[config.mk]
export PLATFORM = sky130hd
export DESIGN_NAME = asc_control
export DESIGN_NICKNAME = d
export VERILOG_FILES = /design/src/rtl/asc_pkg.sv /design/src/rtl/asc_control.sv
export SDC_FILE = /design/constraint.sdc
export NUM_CORES = 1
export LEC_CHECK = 0
export BUFFER_PORTS_ARGS = -buffer_cell sky130_fd_sc_hd__buf_2
export CAP_MARGIN = 40
export CORE_MARGIN = 2
export CORE_UTILIZATION = 45
export CTS_CLUSTER_DIAMETER = 100
export DETAILED_ROUTE_END_ITERATION = 16
export PLACE_DENSITY = 0.75
export SYNTH_ARGS = -nofsm -noshare
export SYNTH_HDL_FRONTEND = slang
export SYNTH_SLANG_ARGS = --single-unit
export TNS_END_PERCENT = 10
[constraint.sdc]
create_clock -name clk_sys -period 2 [get_ports clk_sys]
set_input_delay 0.4 -clock clk_sys [delete_from_list [all_inputs] [get_ports clk_sys]]
set_output_delay 0.4 -clock clk_sys [all_outputs]
set_load 0.02 [all_outputs]
[src/rtl/asc_pkg.sv]
// constants, register map and field layout of the converter sequencer control
// Overview of operation
// - six channels, one converter, 12-bit result
// - high result register holds bits 11..4
// - low result register bits 7..4 hold 3..0
// - control: start b7, busy b6, pins, channel
// - channel codes 0..5 select inputs, others none
// - pin code N enables pins 0..N-1, 6/7 all
// - pin code zero: digital pins, converter off
// - start rise then fall launches conversion
// - start held high: converter reset, busy one
// - busy reads one until conversion completes or power drops while converting
// - completion sets request flag, gated interrupt
// - power on needs pins nonzero and not off
// - clock divide 2, 8, 32 by select code
// - conversion lasts sixteen conversion clock periods
// - analog pins override direction, drop pull-up
package asc_pkg;
    localparam int ASC_DATA_W = 12;
    localparam int ASC_CHANNELS = 6;
    localparam logic [ASC_CHANNELS-1:0] ASC_NO_PINS = 6'h00;
    localparam logic [2:0] ASC_CH_LAST = 3'h5;
    // register byte addresses on the bus
    localparam logic [3:0] ASC_ADDR_RES_LOW = 4'h0;
    localparam logic [3:0] ASC_ADDR_RES_HIGH = 4'h4;
    localparam logic [3:0] ASC_ADDR_CONTROL = 4'h8;
    localparam logic [3:0] ASC_ADDR_CLKSRC = 4'hC;
    localparam logic [3:0] ASC_ADDR_IRQ = 4'hC;
    // control register fields
    localparam int ASC_BIT_START = 7;
    localparam int ASC_BIT_BUSY = 6;
    localparam int ASC_PIN_HI = 5;
    localparam int ASC_PIN_LO = 3;
    localparam int ASC_CH_HI = 2;
    localparam int ASC_CH_LO = 0;
    // clock source register fields
    localparam int ASC_BIT_POWER_OFF = 7;
    localparam int ASC_BIT_DIV_HI = 1;
    localparam int ASC_BIT_DIV_LO = 0;
    // extra interrupt bits in clock source word
    localparam int ASC_BIT_IRQ_FLAG = 8;
    localparam int ASC_BIT_IRQ_EN = 9;
    localparam int ASC_BIT_GLOBAL_EN = 10;
    localparam logic [7:0] ASC_CTRL_RESET = 8'h00;
    localparam logic [7:0] ASC_CLKSRC_RESET = 8'h80;
    localparam logic [1:0] ASC_DIV2 = 2'h0;
    localparam logic [1:0] ASC_DIV8 = 2'h1;
    localparam logic [1:0] ASC_DIV32 = 2'h2;
    localparam logic [4:0] ASC_HALF2 = 5'h00;
    localparam logic [4:0] ASC_HALF8 = 5'h03;
    localparam logic [4:0] ASC_HALF32 = 5'h0F;
    localparam logic [4:0] ASC_PERIODS = 5'h10;
    localparam logic [5:0] ASC_SYSCLK_PER_CONV_MAX = 6'h20;
    localparam int ASC_CLK_PERIOD_NS = 40;
    typedef enum logic [1:0] {
        ASC_IDLE = 2'b00,
        ASC_HELD = 2'b01,
        ASC_CONV = 2'b10
    } asc_state_type;
endpackage

[src/rtl/asc_control.sv]
// register slave, clock divider and conversion sequencer for the six-channel converter
module asc_control import asc_pkg::*; (
    input wire logic clk_sys,
    input wire logic rst,
    input wire logic wb_cyc_i,
    input wire logic wb_stb_i,
    input wire logic wb_we_i,
    input wire logic [3:0] wb_adr_i,
    input wire logic [3:0] wb_sel_i,
    input wire logic [31:0] wb_dat_i,
    output logic [31:0] wb_dat_o,
    output logic wb_ack_o,
    input wire logic [ASC_DATA_W-1:0] convData,
    output logic [2:0] channelSelect,
    output logic channelValid,
    output logic [ASC_CHANNELS-1:0] analogPinEnable,
    output logic convPowerOn,
    output logic convReset,
    output logic convClockEn,
    output logic convInterrupt
);
    // ------------------------------------------------------------
    // registers
    // ------------------------------------------------------------
    logic [7:0] ctrl_q;
    logic [7:0] clkSrc_q;
    logic busy_q;
    logic irqFlag_q;
    logic irqEn_q;
    logic globalEn_q;
    logic [ASC_DATA_W-1:0] result_q;
    logic [31:0] rdData_q;
    logic ack_q;
    asc_state_type state_q;
    logic [4:0] divCnt_q;
    logic convTick_q;
    logic [4:0] periodCnt_q;
    logic [ASC_CHANNELS-1:0] pinEn_q;
    logic powerOn_q;
    logic held_q;
    logic irqOut_q;
    logic [2:0] chSel_q;
    logic chValid_q;
    logic divPhase_q;
    logic [9:0] convLen_q;
    logic divTouched_q;

    // ------------------------------------------------------------
    // bus decode
    // ------------------------------------------------------------
    wire logic busReq = wb_cyc_i && wb_stb_i && !ack_q;
    wire logic wrStb = busReq && wb_we_i && wb_sel_i[0];
    wire logic wrCtrl = wrStb && (wb_adr_i == ASC_ADDR_CONTROL);
    wire logic wrClk = wrStb && (wb_adr_i == ASC_ADDR_CLKSRC);
    wire logic wrIrqLane = wrClk && wb_sel_i[1];
    wire logic startNew = wb_dat_i[ASC_BIT_START];
    wire logic startOld = ctrl_q[ASC_BIT_START];
    wire logic startRise = wrCtrl && startNew && !startOld;
    wire logic startFall = wrCtrl && !startNew && startOld;

    // pin field decode: N enables pins 0..N-1, codes 6 and 7 all
    function automatic logic [ASC_CHANNELS-1:0] pinMask(input logic [2:0] code);
        logic [ASC_CHANNELS-1:0] m;
        m = ASC_NO_PINS;
        for (int i = 0; i < ASC_CHANNELS; i++) begin
            if (3'(i) < code) begin
                m[i] = 1'b1;
            end
        end
        return m;
    endfunction

    wire logic [2:0] pinCode = ctrl_q[ASC_PIN_HI:ASC_PIN_LO];
    wire logic [ASC_CHANNELS-1:0] pinDec = pinMask(pinCode);
    // zero code leaves all pins digital and drops power
    wire logic pinsUsed = (pinCode != 3'h0);
    wire logic powerDec = pinsUsed && !clkSrc_q[ASC_BIT_POWER_OFF];
    wire logic [2:0] chCode = ctrl_q[ASC_CH_HI:ASC_CH_LO];
    wire logic chOk = (chCode <= ASC_CH_LAST);

    wire logic [1:0] divSel = clkSrc_q[ASC_BIT_DIV_HI:ASC_BIT_DIV_LO];
    // code 3 is undefined; it reuses the slowest rate so nothing stalls
    wire logic [4:0] halfLimit = (divSel == ASC_DIV2) ? ASC_HALF2 :
                                 (divSel == ASC_DIV8) ? ASC_HALF8 : ASC_HALF32;
    wire logic divWrap = (divCnt_q >= halfLimit);

    wire logic [7:0] ctrlRead = {ctrl_q[ASC_BIT_START], busy_q, ctrl_q[5:0]};
    wire logic [31:0] clkRead = {21'h000000, globalEn_q, irqEn_q, irqFlag_q, clkSrc_q};
    wire logic [31:0] rdMux =
        (wb_adr_i == ASC_ADDR_RES_LOW) ? {24'h000000, result_q[3:0], 4'h0} :
        (wb_adr_i == ASC_ADDR_RES_HIGH) ? {24'h000000, result_q[11:4]} :
        (wb_adr_i == ASC_ADDR_CONTROL) ? {24'h000000, ctrlRead} :
        (wb_adr_i == ASC_ADDR_CLKSRC) ? clkRead : 32'h00000000;

    wire logic convDone = (state_q == ASC_CONV) && convTick_q && (periodCnt_q == ASC_PERIODS - 5'h01);

    // ------------------------------------------------------------
    // bus slave: registered ack one cycle after the request, unmapped reads give zero
    // ------------------------------------------------------------
    always_ff @(posedge clk_sys) begin
        if (rst) begin
            ack_q <= 1'b0;
            rdData_q <= 32'h00000000;
        end else begin
            ack_q <= busReq;
            rdData_q <= busReq ? rdMux : 32'h00000000;
        end
    end

    always_ff @(posedge clk_sys) begin
        if (rst) begin
            ctrl_q <= ASC_CTRL_RESET;
            clkSrc_q <= ASC_CLKSRC_RESET;
        end else begin
            if (wrCtrl) begin
                ctrl_q <= {wb_dat_i[ASC_BIT_START], 1'b0, wb_dat_i[5:0]};
            end
            if (wrClk) begin
                clkSrc_q <= wb_dat_i[7:0];
            end
        end
    end

    always_ff @(posedge clk_sys) begin
        if (rst) begin
            irqEn_q <= 1'b0;
            globalEn_q <= 1'b0;
        end else if (wrIrqLane) begin
            irqEn_q <= wb_dat_i[ASC_BIT_IRQ_EN];
            globalEn_q <= wb_dat_i[ASC_BIT_GLOBAL_EN];
        end
    end

    // ------------------------------------------------------------
    // conversion clock divider
    // ------------------------------------------------------------
    always_ff @(posedge clk_sys) begin
        if (rst || state_q != ASC_CONV) begin
            divCnt_q <= 5'h00;
            divPhase_q <= 1'b0;
            convTick_q <= 1'b0;
        end else begin
            divCnt_q <= divWrap ? 5'h00 : divCnt_q + 5'h01;
            // a wrap is half a period, so only every second wrap ticks
            divPhase_q <= divPhase_q ^ divWrap;
            convTick_q <= divWrap && divPhase_q;
        end
    end

    // ------------------------------------------------------------
    // helper count of clocks spent converting, read by the checks only
    // ------------------------------------------------------------
    // a divider rewrite mid-conversion leaves the length undefined
    wire logic [9:0] convLenExp = 10'(ASC_PERIODS) * (10'(halfLimit) + 10'h001) * 10'h002;

    always_ff @(posedge clk_sys) begin
        if (rst || state_q != ASC_CONV) begin
            convLen_q <= 10'h000;
            divTouched_q <= 1'b0;
        end else begin
            convLen_q <= convLen_q + 10'h001;
            divTouched_q <= divTouched_q || wrClk;
        end
    end

    // ------------------------------------------------------------
    // sequencer
    // ------------------------------------------------------------
    always_ff @(posedge clk_sys) begin
        if (rst) begin
            state_q <= ASC_IDLE;
            busy_q <= 1'b0;
            periodCnt_q <= 5'h00;
            result_q <= 12'h000;
        end else begin
            unique case (state_q)
                ASC_IDLE: begin
                    if (startRise) begin
                        state_q <= ASC_HELD;
                        busy_q <= 1'b1;
                    end
                end
                ASC_HELD: begin
                    if (startFall) begin
                        state_q <= ASC_CONV;
                        periodCnt_q <= 5'h00;
                    end
                end
                ASC_CONV: begin
                    if (startRise) begin
                        state_q <= ASC_HELD;
                    end else if (!powerDec) begin
                        state_q <= ASC_IDLE;
                        busy_q <= 1'b0;
                    end else if (convDone) begin
                        state_q <= ASC_IDLE;
                        busy_q <= 1'b0;
                        result_q <= convData;
                    end else if (convTick_q) begin
                        periodCnt_q <= periodCnt_q + 5'h01;
                    end
                end
            endcase
        end
    end

    // request flag: hardware set beats software clear
    always_ff @(posedge clk_sys) begin
        if (rst) begin
            irqFlag_q <= 1'b0;
        end else if (convDone && state_q == ASC_CONV && !startRise && powerDec) begin
            irqFlag_q <= 1'b1;
        end else if (wrClk && wb_sel_i[1] && !wb_dat_i[ASC_BIT_IRQ_FLAG]) begin
            irqFlag_q <= 1'b0;
        end
    end

    // ------------------------------------------------------------
    // registered outputs
    // ------------------------------------------------------------
    always_ff @(posedge clk_sys) begin
        if (rst) begin
            pinEn_q <= ASC_NO_PINS;
            powerOn_q <= 1'b0;
            held_q <= 1'b1;
            irqOut_q <= 1'b0;
            chSel_q <= 3'h0;
            chValid_q <= 1'b0;
        end else begin
            // enabled pins override direction and pull-up at the port
            pinEn_q <= pinDec;
            powerOn_q <= powerDec;
            held_q <= (state_q != ASC_CONV);
            irqOut_q <= irqFlag_q && irqEn_q && globalEn_q;
            chSel_q <= chCode;
            chValid_q <= chOk && powerDec;
        end
    end

    assign wb_dat_o = rdData_q;
    assign wb_ack_o = ack_q;
    assign channelSelect = chSel_q;
    assign channelValid = chValid_q;
    assign analogPinEnable = pinEn_q;
    assign convPowerOn = powerOn_q;
    assign convReset = held_q;
    assign convClockEn = convTick_q;
    assign convInterrupt = irqOut_q;

    // ------------------------------------------------------------
    // checks: bus reads and register layout
    // ------------------------------------------------------------
    a_read_upper_zero: assert property (
        @(posedge clk_sys) disable iff (rst)
        (busReq && wb_adr_i != ASC_ADDR_CLKSRC) |=> wb_dat_o[31:8] == 24'h000000)
        else $error("upper read bits not zero");

    a_result_low_nibble: assert property (
        @(posedge clk_sys) disable iff (rst)
        (busReq && !wb_we_i && wb_adr_i == ASC_ADDR_RES_LOW) |=> wb_dat_o[3:0] == 4'h0)
        else $error("low result register carries data in its low bits");

    a_busy_read: assert property (
        @(posedge clk_sys) disable iff (rst)
        (busReq && !wb_we_i && wb_adr_i == ASC_ADDR_CONTROL) |=>
        wb_dat_o[ASC_BIT_BUSY] == $past(busy_q))
        else $error("busy flag not at its control bit");

    a_busy_ro_write: assert property (
        @(posedge clk_sys) disable iff (rst)
        (wrCtrl && !startRise && state_q == ASC_IDLE) |=> !busy_q)
        else $error("write changed busy flag");

    // ------------------------------------------------------------
    // checks: sequencer, conversion clock and results
    // ------------------------------------------------------------
    a_busy_after_rise: assert property (
        @(posedge clk_sys) disable iff (rst)
        startRise |=> busy_q)
        else $error("busy not set by start rise");

    a_held_reset: assert property (
        @(posedge clk_sys) disable iff (rst)
        convReset == $past(state_q != ASC_CONV))
        else $error("converter reset does not follow the sequencer");

    a_launch_on_fall: assert property (
        @(posedge clk_sys) disable iff (rst)
        (state_q == ASC_HELD && startFall) |=> state_q == ASC_CONV)
        else $error("start fall did not launch");

    a_done_clears_busy: assert property (
        @(posedge clk_sys) disable iff (rst)
        (convDone && !startRise && powerDec) |=> !busy_q && irqFlag_q)
        else $error("completion did not clear busy or set flag");

    a_irq_gate: assert property (
        @(posedge clk_sys) disable iff (rst)
        convInterrupt == ($past(irqFlag_q) && $past(irqEn_q) && $past(globalEn_q)))
        else $error("interrupt does not follow flag and enables");

    a_power_gate: assert property (
        @(posedge clk_sys) disable iff (rst)
        convPowerOn == ($past(pinsUsed) && !$past(clkSrc_q[ASC_BIT_POWER_OFF])))
        else $error("converter power does not follow pins and power-off bit");

    a_pins_zero: assert property (
        @(posedge clk_sys) disable iff (rst)
        (pinCode == 3'h0) |=> analogPinEnable == ASC_NO_PINS)
        else $error("pins analog with zero code");

    a_pins_all: assert property (
        @(posedge clk_sys) disable iff (rst)
        (pinCode[2:1] == 2'b11) |=> &analogPinEnable)
        else $error("codes 6 and 7 must enable all pins");

    a_chan_valid: assert property (
        @(posedge clk_sys) disable iff (rst)
        channelValid == $past(chOk && powerDec))
        else $error("channel valid does not follow code and power");

    a_tick_single: assert property (
        @(posedge clk_sys) disable iff (rst)
        convTick_q |=> !convTick_q)
        else $error("conversion clock faster than half the system clock");

    a_conv_len_min: assert property (
        @(posedge clk_sys) disable iff (rst)
        ($rose(state_q == ASC_CONV) && divSel == ASC_DIV2 && !wrClk) |-> busy_q [*8])
        else $error("conversion ended too early");

    a_conv_length: assert property (
        @(posedge clk_sys) disable iff (rst)
        (convDone && !divTouched_q) |-> convLen_q == convLenExp)
        else $error("conversion length is not sixteen conversion clocks");

    a_result_latch: assert property (
        @(posedge clk_sys) disable iff (rst)
        (convDone && !startRise && powerDec) |=> result_q == $past(convData))
        else $error("result not taken at completion");

    a_result_hold: assert property (
        @(posedge clk_sys) disable iff (rst)
        (state_q != ASC_CONV) |=> $stable(result_q))
        else $error("result changed outside a completion");
endmodule // asc_control

==> results.tsv, run 1 <==
stage	metric	value	unit
outcome	status	finished clean	
yosys	synth.distinct_cells	53	
timing	finalMaxSlewViolations	0	
global_routing	grt_overflow	0	
global_routing	grt_max_degree	39	
layout	drive_gt1_share	29.1	%
layout	seqCellArea	1400	µm²
clock_tree	path_clk_slew	0.07	ns
global_routing	grt_pass1_wl	10600	µm
clock_tree	postCtsSetupRepairBufs	0	
worst_setup_path	critPathKind	flop to flop	
timing	hold_violations	0	
layout	instances_no_fill	468	
worst_setup_path	worstSetupEndpointType	flop	
clock_tree	clk_latency	0.35	ns
layout	n_fill_cell	613	
route	wire_per_inst	14.1	µm
global_routing	grtUsageTotal	18.1	%
layout	fin_util	54.2	%
clock_tree	numCtsBuffers	9	
route	postRouteAntennaNets	0	
clock_tree	cts_sinks	70	
timing	layout_min_cycle_time	1.94	ns
placed_design	place_hpwl	4760	µm
layout	nets	448	
layout	mostFrequentLayoutCells	dfxtp_1, buf_2, nor2_1, nand3_1, conb_1	
clock_tree	cts-root-buf	clkbuf_8	
floorplan	core_area	6720	µm²
yosys	avgSynthCellArea	9.80	µm²
timing	timing.hold.ws	0.293	ns
layout	syn_to_final_growth	18.0	%
timing	fin_crit_sh	97.0	%
yosys	synth_edf_count	0	
global_routing	grt_pass1_vias	2291	
floorplan	dieWidth	86.8	µm
global_routing	antenna_found_initial	0	
layout	layout_commonest_cell	dfxtp_1	
route	num_vias	2488	
power	power.density	722	nW/µm²
yosys	netlist_area	3090	µm²
yosys	synthTopCellsByArea	dfxtp_1, buf_4, mux2i_1	
placed_design	portBuffers	59	
worst_setup_path	cp_data_required_time	2.21	ns
timing	fin_ws	0.0591	ns
worst_hold_path	hp-class	input port to flop	
floorplan	start_util	45.9	%
timing	report.final.setup_viol	0	
clock_tree	clockBufferDepth	2	
route	drt_iter0_markers	152	
route	dr.pass1.iters	4	
clock_tree	cts_tree	yes	
yosys	synth_seq_cells	70	
worst_setup_path	arrival	2.15	ns
yosys	ys.flop_type	dfxtp_1	
route	routed_via_density	5.32	
layout	stdcell_area	3640	µm²
clock_tree	hold_buffers	0	
placed_design	dp_cells	452	
yosys	yosysTopAreaCell	dfxtp_1	
clock_tree	htree_levels	3	
placed_design	placed_area	3430	µm²
worst_setup_path	startpoint_type	flop	
worst_setup_path	path_max_fanout	12	
timing	clock_skew	0.0123	ns
floorplan	die-height	86.8	µm
power	p_leak	1.51	nW
floorplan	row_count	30	
placed_design	gp_congestion	0.783	
yosys	netlist.area_leader.share	45.4	%
layout	n_antenna_cell	0	
route	wl	6590	µm
floorplan	dieArea	7540	µm²
placed_design	place_ws	-0.00951	ns
yosys	ys_seq_area_share	45.4	%
yosys	syn_inst	315	
timing	grt_setup_unrepaired	yes	
floorplan	io_pins	104	
worst_setup_path	r2r_slack	0.06	ns
timing	tns	0	ns
route	drc	0	
layout	multi_input_area	1500	µm²
timing	max_freq	515	MHz
yosys	ys_warn_count	0	
yosys	async_flop_share	0	%
power	vdd_drop_max	0.282	mV
power	power	2.63	mW
job	drv_cap	0	
-- sequential cells by signal, indices dropped and copies added, names as in the netlist, 2 cells and up --
register	flops
channelSelect	3
clkSrc_q	8
wb_dat_o	11
divCnt_q	5
analogPinEnable	6
result_q	12
state_q	2
periodCnt_q	5
ctrl_q	7
-- metal layers --
metal  part of all wire [%]  up-vias  global-route usage (%)
li1                       -     1225                       -
met1                     45     1173                    23.8
met2                     47       74                    27.7
met3                    5.6       16                    4.57
met4                    2.4        0                    8.95
met5                      0        -                       0
-- power by group --
part	switching, mW	internal [mW]
clock	0.529	0.574
sequential	0.00111	1.39
combinational	0.0919	0.0420
total	0.622	2.01
-- kinds of logic (layout without fill, tap and decap cells) --
| family | after synthesis | after routing | synth area share [%] |
|---|---|---|---|
| flops | 70 | 70 | 45.4 |
| buf+inv | 45 | 98 | 9.04 |
| mux | 23 | 23 | 9.24 |
| simple gates | 110 | 110 | 20.9 |
| other cells | 1 | 21 | 0.121 |
| fa+ha+maj | 8 | 8 | 3.24 |
| compound gates | 55 | 55 | 11.2 |
| xor+xnor | 3 | 3 | 0.851 |
-- path summary, 6_finish.rpt --
kind,cells after the start,end,start
setup / recovery,7,result_q[11],periodCnt_q[1]
hold / removal,3,clkSrc_q[6],wb_dat_i[6]
hold reg to reg,2,irqEn_q,irqEn_q
setup reg to reg,7,result_q[11],periodCnt_q[1]
-- cell usage after synthesis, types with 2 or more instances --
library cell and n:
a2111oi_0 5, a211oi_1 2, a21o_1 3, a21oi_1 17
a22oi_1 4, and2_1 5, and3_1 12, buf_2 6
buf_4 23, buf_6 2, clkbuf_1 4, dfxtp_1 70
ha_1 8, inv_1 8, mux2_2 4, mux2i_1 15
mux4_2 4, nand2_1 10, nand3_1 23, nand4_1 8
nor2_1 25, nor2b_1 8, nor3b_1 2, o211ai_1 3
o21a_1 2, o21ai_0 6, o21ai_1 8, or4_1 2
xor2_1 2
-- area by class of cell --
class	count	area share, %
Inverter	8	0.824
Clock inverter	6	1.68
Tap cell	80	2.75
Sequential cell	70	38.5
Timing Repair Buffer	74	11.5
Clock buffer	10	3.50
Multi-Input combinational cell	220	41.2
-- worst max-delay path: stages, from the launching register on --
cell,delay [ns]
dfxtp_1,0.36
ha_2,0.20
and3_1,0.16
ha_1,0.19
nand2_1,0.08
or4_4,0.58
o21ai_1,0.16
a21oi_1,0.09
-- repair_timing --
item	4_1_cts	5_1_grt
cloned	0	0
pin swaps	0	1
setup endpoints to repair	1	19
gates resized for setup	1	12
No activity file was read; power rests on OpenSTA's default activity.
==> inputs of run 2 (changes only) <==
--- a/config.mk
+++ b/config.mk
@@ -17,2 +17,2 @@
 export SYNTH_SLANG_ARGS = --single-unit
-export TNS_END_PERCENT = 10
+export TNS_END_PERCENT = 50
--- a/constraint.sdc
+++ b/constraint.sdc
@@ -3,2 +3,2 @@
 set_output_delay 0.4 -clock clk_sys [all_outputs]
-set_load 0.02 [all_outputs]
+set_load 0.005 [all_outputs]
==> results.tsv, run 2 (synthesis results as in run 1) <==
stage	metric	value	unit	change
floorplan	dieWidth	86.8	µm	unchanged
worst_setup_path	cp_data_required_time	2.21	ns	about the same
power	power.density	709	nW/µm²	-1.8%
worst_setup_path	crit-reg2reg-launch	periodCnt_q[1]		
layout	nets	449		+0.22%
worst_setup_path	critPathLaunch	periodCnt_q[1]		
global_routing	grt_pass1_wl	10600	µm	unchanged
timing	max_freq	516	MHz	about the same
clock_tree	hold_buffers	0		unchanged
clock_tree	cts-root-buf	clkbuf_8		
layout	stdcell_area	3680	µm²	+1.1%
route	drc	0		unchanged
layout	regMostFlops	result_q		
worst_setup_path	crit_slowest_cell	or4_4		
timing	grt_setup_unrepaired	yes		
timing	fin_crit_sh	97.0	%	about the same
floorplan	row_count	30		unchanged
worst_hold_path	hp-class	input port to flop		
clock_tree	clk_latency	0.35	ns	about the same
route	wire_per_inst	14.4	µm	+1.9%
layout	syn_to_final_growth	19.3	%	
timing	finalMaxSlewViolations	0		unchanged
placed_design	dp_cells	452		unchanged
timing	clock_skew	0.0108	ns	-0.00143 ns
job	drv_cap	0		unchanged
route	drt_iter0_markers	136		-11%
route	dr.pass1.iters	4		unchanged
global_routing	grt_max_degree	39		unchanged
route	postRouteAntennaNets	0		unchanged
global_routing	grt_pass1_vias	2291		unchanged
timing	hold_violations	0		unchanged
route	num_vias	2507		+0.76%
layout	mostFrequentLayoutCells	dfxtp_1, buf_2, nor2_1, nand3_1, conb_1		
worst_hold_path	hold_start	wb_dat_i[6]		
timing	layout_min_cycle_time	1.94	ns	-0.00163 ns
clock_tree	clockBufferDepth	2		unchanged
layout	drive_gt1_share	30.3	%	+1.2 points
worst_setup_path	worstSetupEndpointType	flop		
clock_tree	path_clk_slew	0.07	ns	about the same
floorplan	die-height	86.8	µm	unchanged
placed_design	portBuffers	59		unchanged
layout	instances_no_fill	469		+0.21%
timing	report.final.setup_viol	0		unchanged
floorplan	start_util	45.9	%	unchanged
clock_tree	htree_levels	3		unchanged
layout	layout_commonest_cell	dfxtp_1		
worst_setup_path	critPathKind	flop to flop		
clock_tree	numCtsBuffers	9		unchanged
placed_design	place_hpwl	4760	µm	unchanged
floorplan	core_area	6720	µm²	unchanged
layout	largest_reg_flops	12		unchanged
worst_setup_path	worstPathCellList	ha_2, and3_1, ha_1, nand2_1, or4_4, o21ai_1, a21oi_1		
placed_design	gp_congestion	0.783		unchanged
floorplan	io_pins	104		unchanged
clock_tree	cts_sinks	70		unchanged
worst_setup_path	path_max_fanout	6		-6
route	wl	6740	µm	+2.2%
layout	multi_input_area	1540	µm²	+2.6%
route	routed_via_density	5.35		+0.55%
power	vdd_drop_max	0.282	mV	-0.13%
placed_design	placed_area	3430	µm²	unchanged
worst_setup_path	arrival	2.15	ns	about the same
global_routing	grt_overflow	0		unchanged
worst_setup_path	startpoint_type	flop		
outcome	status	finished clean		
layout	n_fill_cell	607		-0.98%
clock_tree	cts_tree	yes		
worst_setup_path	crit_path_max_incr_delay	0.57	ns	about the same
global_routing	antenna_found_initial	0		unchanged
layout	seqCellArea	1400	µm²	unchanged
clock_tree	postCtsSetupRepairBufs	0		unchanged
floorplan	dieArea	7540	µm²	unchanged
layout	n_antenna_cell	0		unchanged
global_routing	grtUsageTotal	18.1	%	unchanged
power	p_leak	1.53	nW	+1.3%
[run 2: cell count changes in the layout (fill, tap and decap cells not counted), sizes merged]
cell / before / now
or4: 3 / 4
[run 2: through the flow]
step           hold WS (ns)  total power, mW  util [%]  TNS [ns]  setup WS (ns)
3_5_place_dp          0.455             1.53      51.1  -0.00951       -0.00951
6_report              0.292             2.61      54.8         0         0.0607
5_1_grt               0.308             2.68      54.8  -0.00803       -0.00803
3_3_place_gp          0.452             1.53      51.1         0         0.0474
2_1_floorplan         0.441             1.51         -         0         0.0849
4_1_cts               0.293             2.63      53.9         0         0.0285
[run 2: final timing paths]
kind	cells past startpoint	slack, ns	endpoint
min	3	0.29	clkSrc_q[6]
max	7	0.06	result_q[11]
min reg2reg	2	0.46	irqEn_q
max reg2reg	7	0.06	result_q[11]
[run 2: repair_timing]
| action | 4_1_cts | 5_1_grt |
|---|---|---|
| gates resized for setup | 1 | 20 |
| endpoints found under the hold margin | 0 | 0 |
| setup endpoints to repair | 1 | 19 |
| gates cloned | 0 | 1 |
| pin swaps | 0 | 1 |
[run 2: final cells by class]
cell class / count / share of cell area (%)
flip-flops and latches: 70 / 38.1
well taps: 80 / 2.72
repair buffers: 74 / 11.4
inverters: 8 / 0.815
clock inverters: 6 / 1.66
multi-input cells: 221 / 41.8
clock buffers: 10 / 3.47
[run 2: critical path: cells and delay by family, from the launching register on]
kind / cells / cell delay (ns)
adder cells (fa/ha/maj): 2 / 0.39
flip-flops: 1 / 0.36
AO/OA/AOI/OAI: 2 / 0.23
AND/OR/NAND/NOR: 3 / 0.84
[run 2: layer usage]
metal  track usage [%]  up-vias  part of all wire (%)
li1                  -     1228                     -
met1              23.8     1187                    45
met2              27.7       78                    47
met3              4.57       14                   5.5
met4              8.95        0                   2.0
met5                 0        -                     0
[run 2: power by group]
group	switching (mW)	leakage, nW	internal, mW
clock network	0.535	0.0964	0.574
registers	0.00114	0.565	1.39
logic	0.0649	0.871	0.0420
total	0.601	1.53	2.01
==> inputs of run 3 (changes only) <==
- ABC_AREA: default -> 1
- PLACE_DENSITY: 0.75 -> 0.76
==> results.tsv, run 3 <==
stage	metric	value	unit	change
outcome	status	finished clean		
yosys	synth_seq_cells	70		unchanged
floorplan	dieWidth	86.6	µm	-0.31%
power	power.density	853	nW/µm²	+20%
worst_setup_path	path_max_fanout	3		-3
yosys	synthTopCellsByArea	dfxtp_1, nor2_1, inv_1		
floorplan	row_count	30		unchanged
yosys	netlist_area	3070	µm²	-0.65%
timing	hold_violations	0		unchanged
worst_setup_path	cp_data_required_time	2.25	ns	+0.04 ns
layout	regMostFlops	result_q		
clock_tree	path_clk_slew	0.07	ns	about the same
route	drt_iter0_markers	120		-12%
worst_setup_path	crit_path_max_incr_delay	0.33	ns	-0.24 ns
power	vdd_drop_max	0.418	mV	+48%
clock_tree	cts-root-buf	clkbuf_8		
worst_setup_path	worstPathCellList	nor2_1, inv_1, ha_1, o21ai_0, a21boi_0, o21ai_0, nand3_1, ha_1, inv_1, nor2_1		
worst_setup_path	critical_path_buf_inv_count	2		+2
clock_tree	htree_levels	3		unchanged
yosys	syn_inst	381		+21%
yosys	ys.flop_type	dfxtp_1		
global_routing	grt_pass1_wl	10700	µm	+0.90%
clock_tree	numCtsBuffers	9		unchanged
timing	grt_setup_unrepaired	no		
global_routing	grt_max_degree	34		-13%
floorplan	io_pins	104		unchanged
placed_design	portBuffers	59		unchanged
route	wire_per_inst	12.0	µm	-16%
yosys	avgSynthCellArea	8.05	µm²	-18%
layout	n_antenna_cell	0		unchanged
worst_setup_path	crit_slowest_cell	dfxtp_1		
layout	syn_to_final_growth	18.8	%	
layout	seqCellArea	1400	µm²	-0.18%
global_routing	grt_pass1_vias	2408		+5.1%
clock_tree	postCtsSetupRepairBufs	0		unchanged
floorplan	die-height	86.6	µm	-0.31%
timing	timing.hold.ws	0.282	ns	-0.0101 ns
yosys	synth.distinct_cells	37		-30%
placed_design	dp_cells	515		+14%
timing	clock_skew	0.00692	ns	-0.00391 ns
placed_design	gp_congestion	0.822		+5.0%
yosys	ys_warn_count	0		unchanged
worst_setup_path	r2r_slack	0.16	ns	+0.10 ns
timing	report.final.setup_viol	0		unchanged
clock_tree	clockBufferDepth	2		unchanged
yosys	async_flop_share	0	%	unchanged
global_routing	grt_overflow	0		unchanged
layout	instances_no_fill	530		+13%
clock_tree	hold_buffers	0		unchanged
layout	mostFrequentLayoutCells	dfxtp_1, buf_2, nor2_1, inv_1, nand2_1		
floorplan	start_util	45.9	%	about the same
route	dr.pass1.iters	4		unchanged
layout	layout_commonest_cell	dfxtp_1		
worst_setup_path	startpoint_type	flop		
floorplan	dieArea	7490	µm²	-0.62%
layout	n_fill_cell	649		+6.9%
worst_setup_path	critPathKind	flop to flop		
layout	largest_reg_flops	12		unchanged
layout	drive_gt1_share	25.1	%	-5.2 points
route	drc	0		unchanged
power	p_leak	1.63	nW	+6.5%
clock_tree	cts_sinks	70		unchanged
global_routing	antenna_found_initial	0		unchanged
worst_setup_path	path_delay_family	adder cells		
yosys	yosysMostFrequentCell	dfxtp_1		
route	postRouteAntennaNets	0		unchanged
worst_setup_path	arrival	2.09	ns	-0.06 ns
timing	fin_crit_sh	92.1	%	-4.9 points
yosys	synth_edf_count	0		unchanged
yosys	ys_seq_area_share	45.7	%	+0.30 points
yosys	yosysTopAreaCell	dfxtp_1		
timing	finalMaxSlewViolations	0		unchanged
timing	tns	0	ns	unchanged
layout	multi_input_area	1350	µm²	-13%
floorplan	core_area	6680	µm²	-0.56%
route	wl	6370	µm	-5.5%
timing	max_freq	543	MHz	+5.3%
route	num_vias	2558		+2.0%
timing	layout_min_cycle_time	1.84	ns	-0.0975 ns
job	drv_cap	0		unchanged
route	routed_via_density	4.83		-9.7%
placed_design	place_hpwl	4860	µm	+2.1%
yosys	netlist.area_leader.share	45.7	%	+0.30 points
yosys	synthTopCellsByCount	dfxtp_1, nor2_1, inv_1		
global_routing	grtUsageTotal	18.5	%	+0.37 points
clock_tree	cts_resized	0		-1
power	power	3.11	mW	+19%
worst_setup_path	worstSetupEndpointType	flop		
clock_tree	cts_tree	yes		
layout	nets	511		+14%
clock_tree	clk_latency	0.35	ns	about the same
worst_hold_path	hp-class	input port to flop		
run 3: cell count changes after synthesis, sizes merged, moves of 15 or more:
cell | before | now
inv | 8 | 51
mux2i | 15 | 0
nand2 | 10 | 41
nor2 | 25 | 76
o21ai | 14 | 42
run 3: area by class of cell:
class                   instances  share of cell area, %
clock buffers                   9                   3.40
clock inverters                 6                   4.36
inverters                      51                   5.32
multi-input cells             252                   37.0
flip-flops and latches         70                   38.5
well taps                      80                   2.75
repair buffers                 62                   8.73
run 3: metal layers:
layer  wire length [µm]  part of all wire, %  GRT usage, %  vias to the layer above
li1                   -                    -             -                     1315
met1               2760                   43          22.8                     1162
met2               3150                   49          30.2                       72
met3                355                  5.6          4.86                        9
met4                109                  1.7          8.52                        0
met5                  0                    0             0                        -
run 3: report_power, final:
part	internal, mW	leakage [nW]	switching (mW)
sequential	1.40	0.564	0.00174
combinational	0.0420	0.929	0.0755
clock	1.08	0.139	0.515
total	2.51	1.63	0.592
run 3: through the flow:
step | instance area (µm²) | setup WS (ns) | util, %
floorplan | 3140 | 0.329 | -
global placement | 3360 | 0.167 | 50.3
finish | 3640 | 0.158 | 54.5
detailed placement | 3360 | 0.169 | 50.3
global route | 3640 | 0.00513 | 54.5
CTS | 3640 | 0.158 | 54.5
run 3: worst paths after layout:
path | depth (start not counted) | from | end
setup / recovery | 10 | clkSrc_q[0] | divPhase_q
hold / removal | 3 | convData[4] | result_q[4]
hold reg to reg | 2 | busy_q | busy_q
setup reg to reg | 10 | clkSrc_q[0] | divPhase_q
run 3: cells by family (layout without fill, tap and decap cells):
| kind of cell | count (synthesis) | count (layout) | share of synthesized area, % |
|---|---|---|---|
| buf+inv | 79 | 128 | 12.9 |
| flops | 70 | 70 | 45.7 |
| xor+xnor | 4 | 4 | 1.14 |
| compound gates | 79 | 79 | 13.9 |
| simple gates | 140 | 140 | 23.1 |
| fa+ha+maj | 8 | 8 | 3.26 |
| other cells | 1 | 21 | 0.122 |
run 3: worst reg2reg max path, delay by kind of cell, from the launching register on:
kind	cells	cell delay, ns
adder cells (fa/ha/maj)	2	0.54
AO/OA/AOI/OAI	3	0.46
flip-flops	1	0.33
AND/OR/NAND/NOR	3	0.30
buffers and inverters	2	0.11
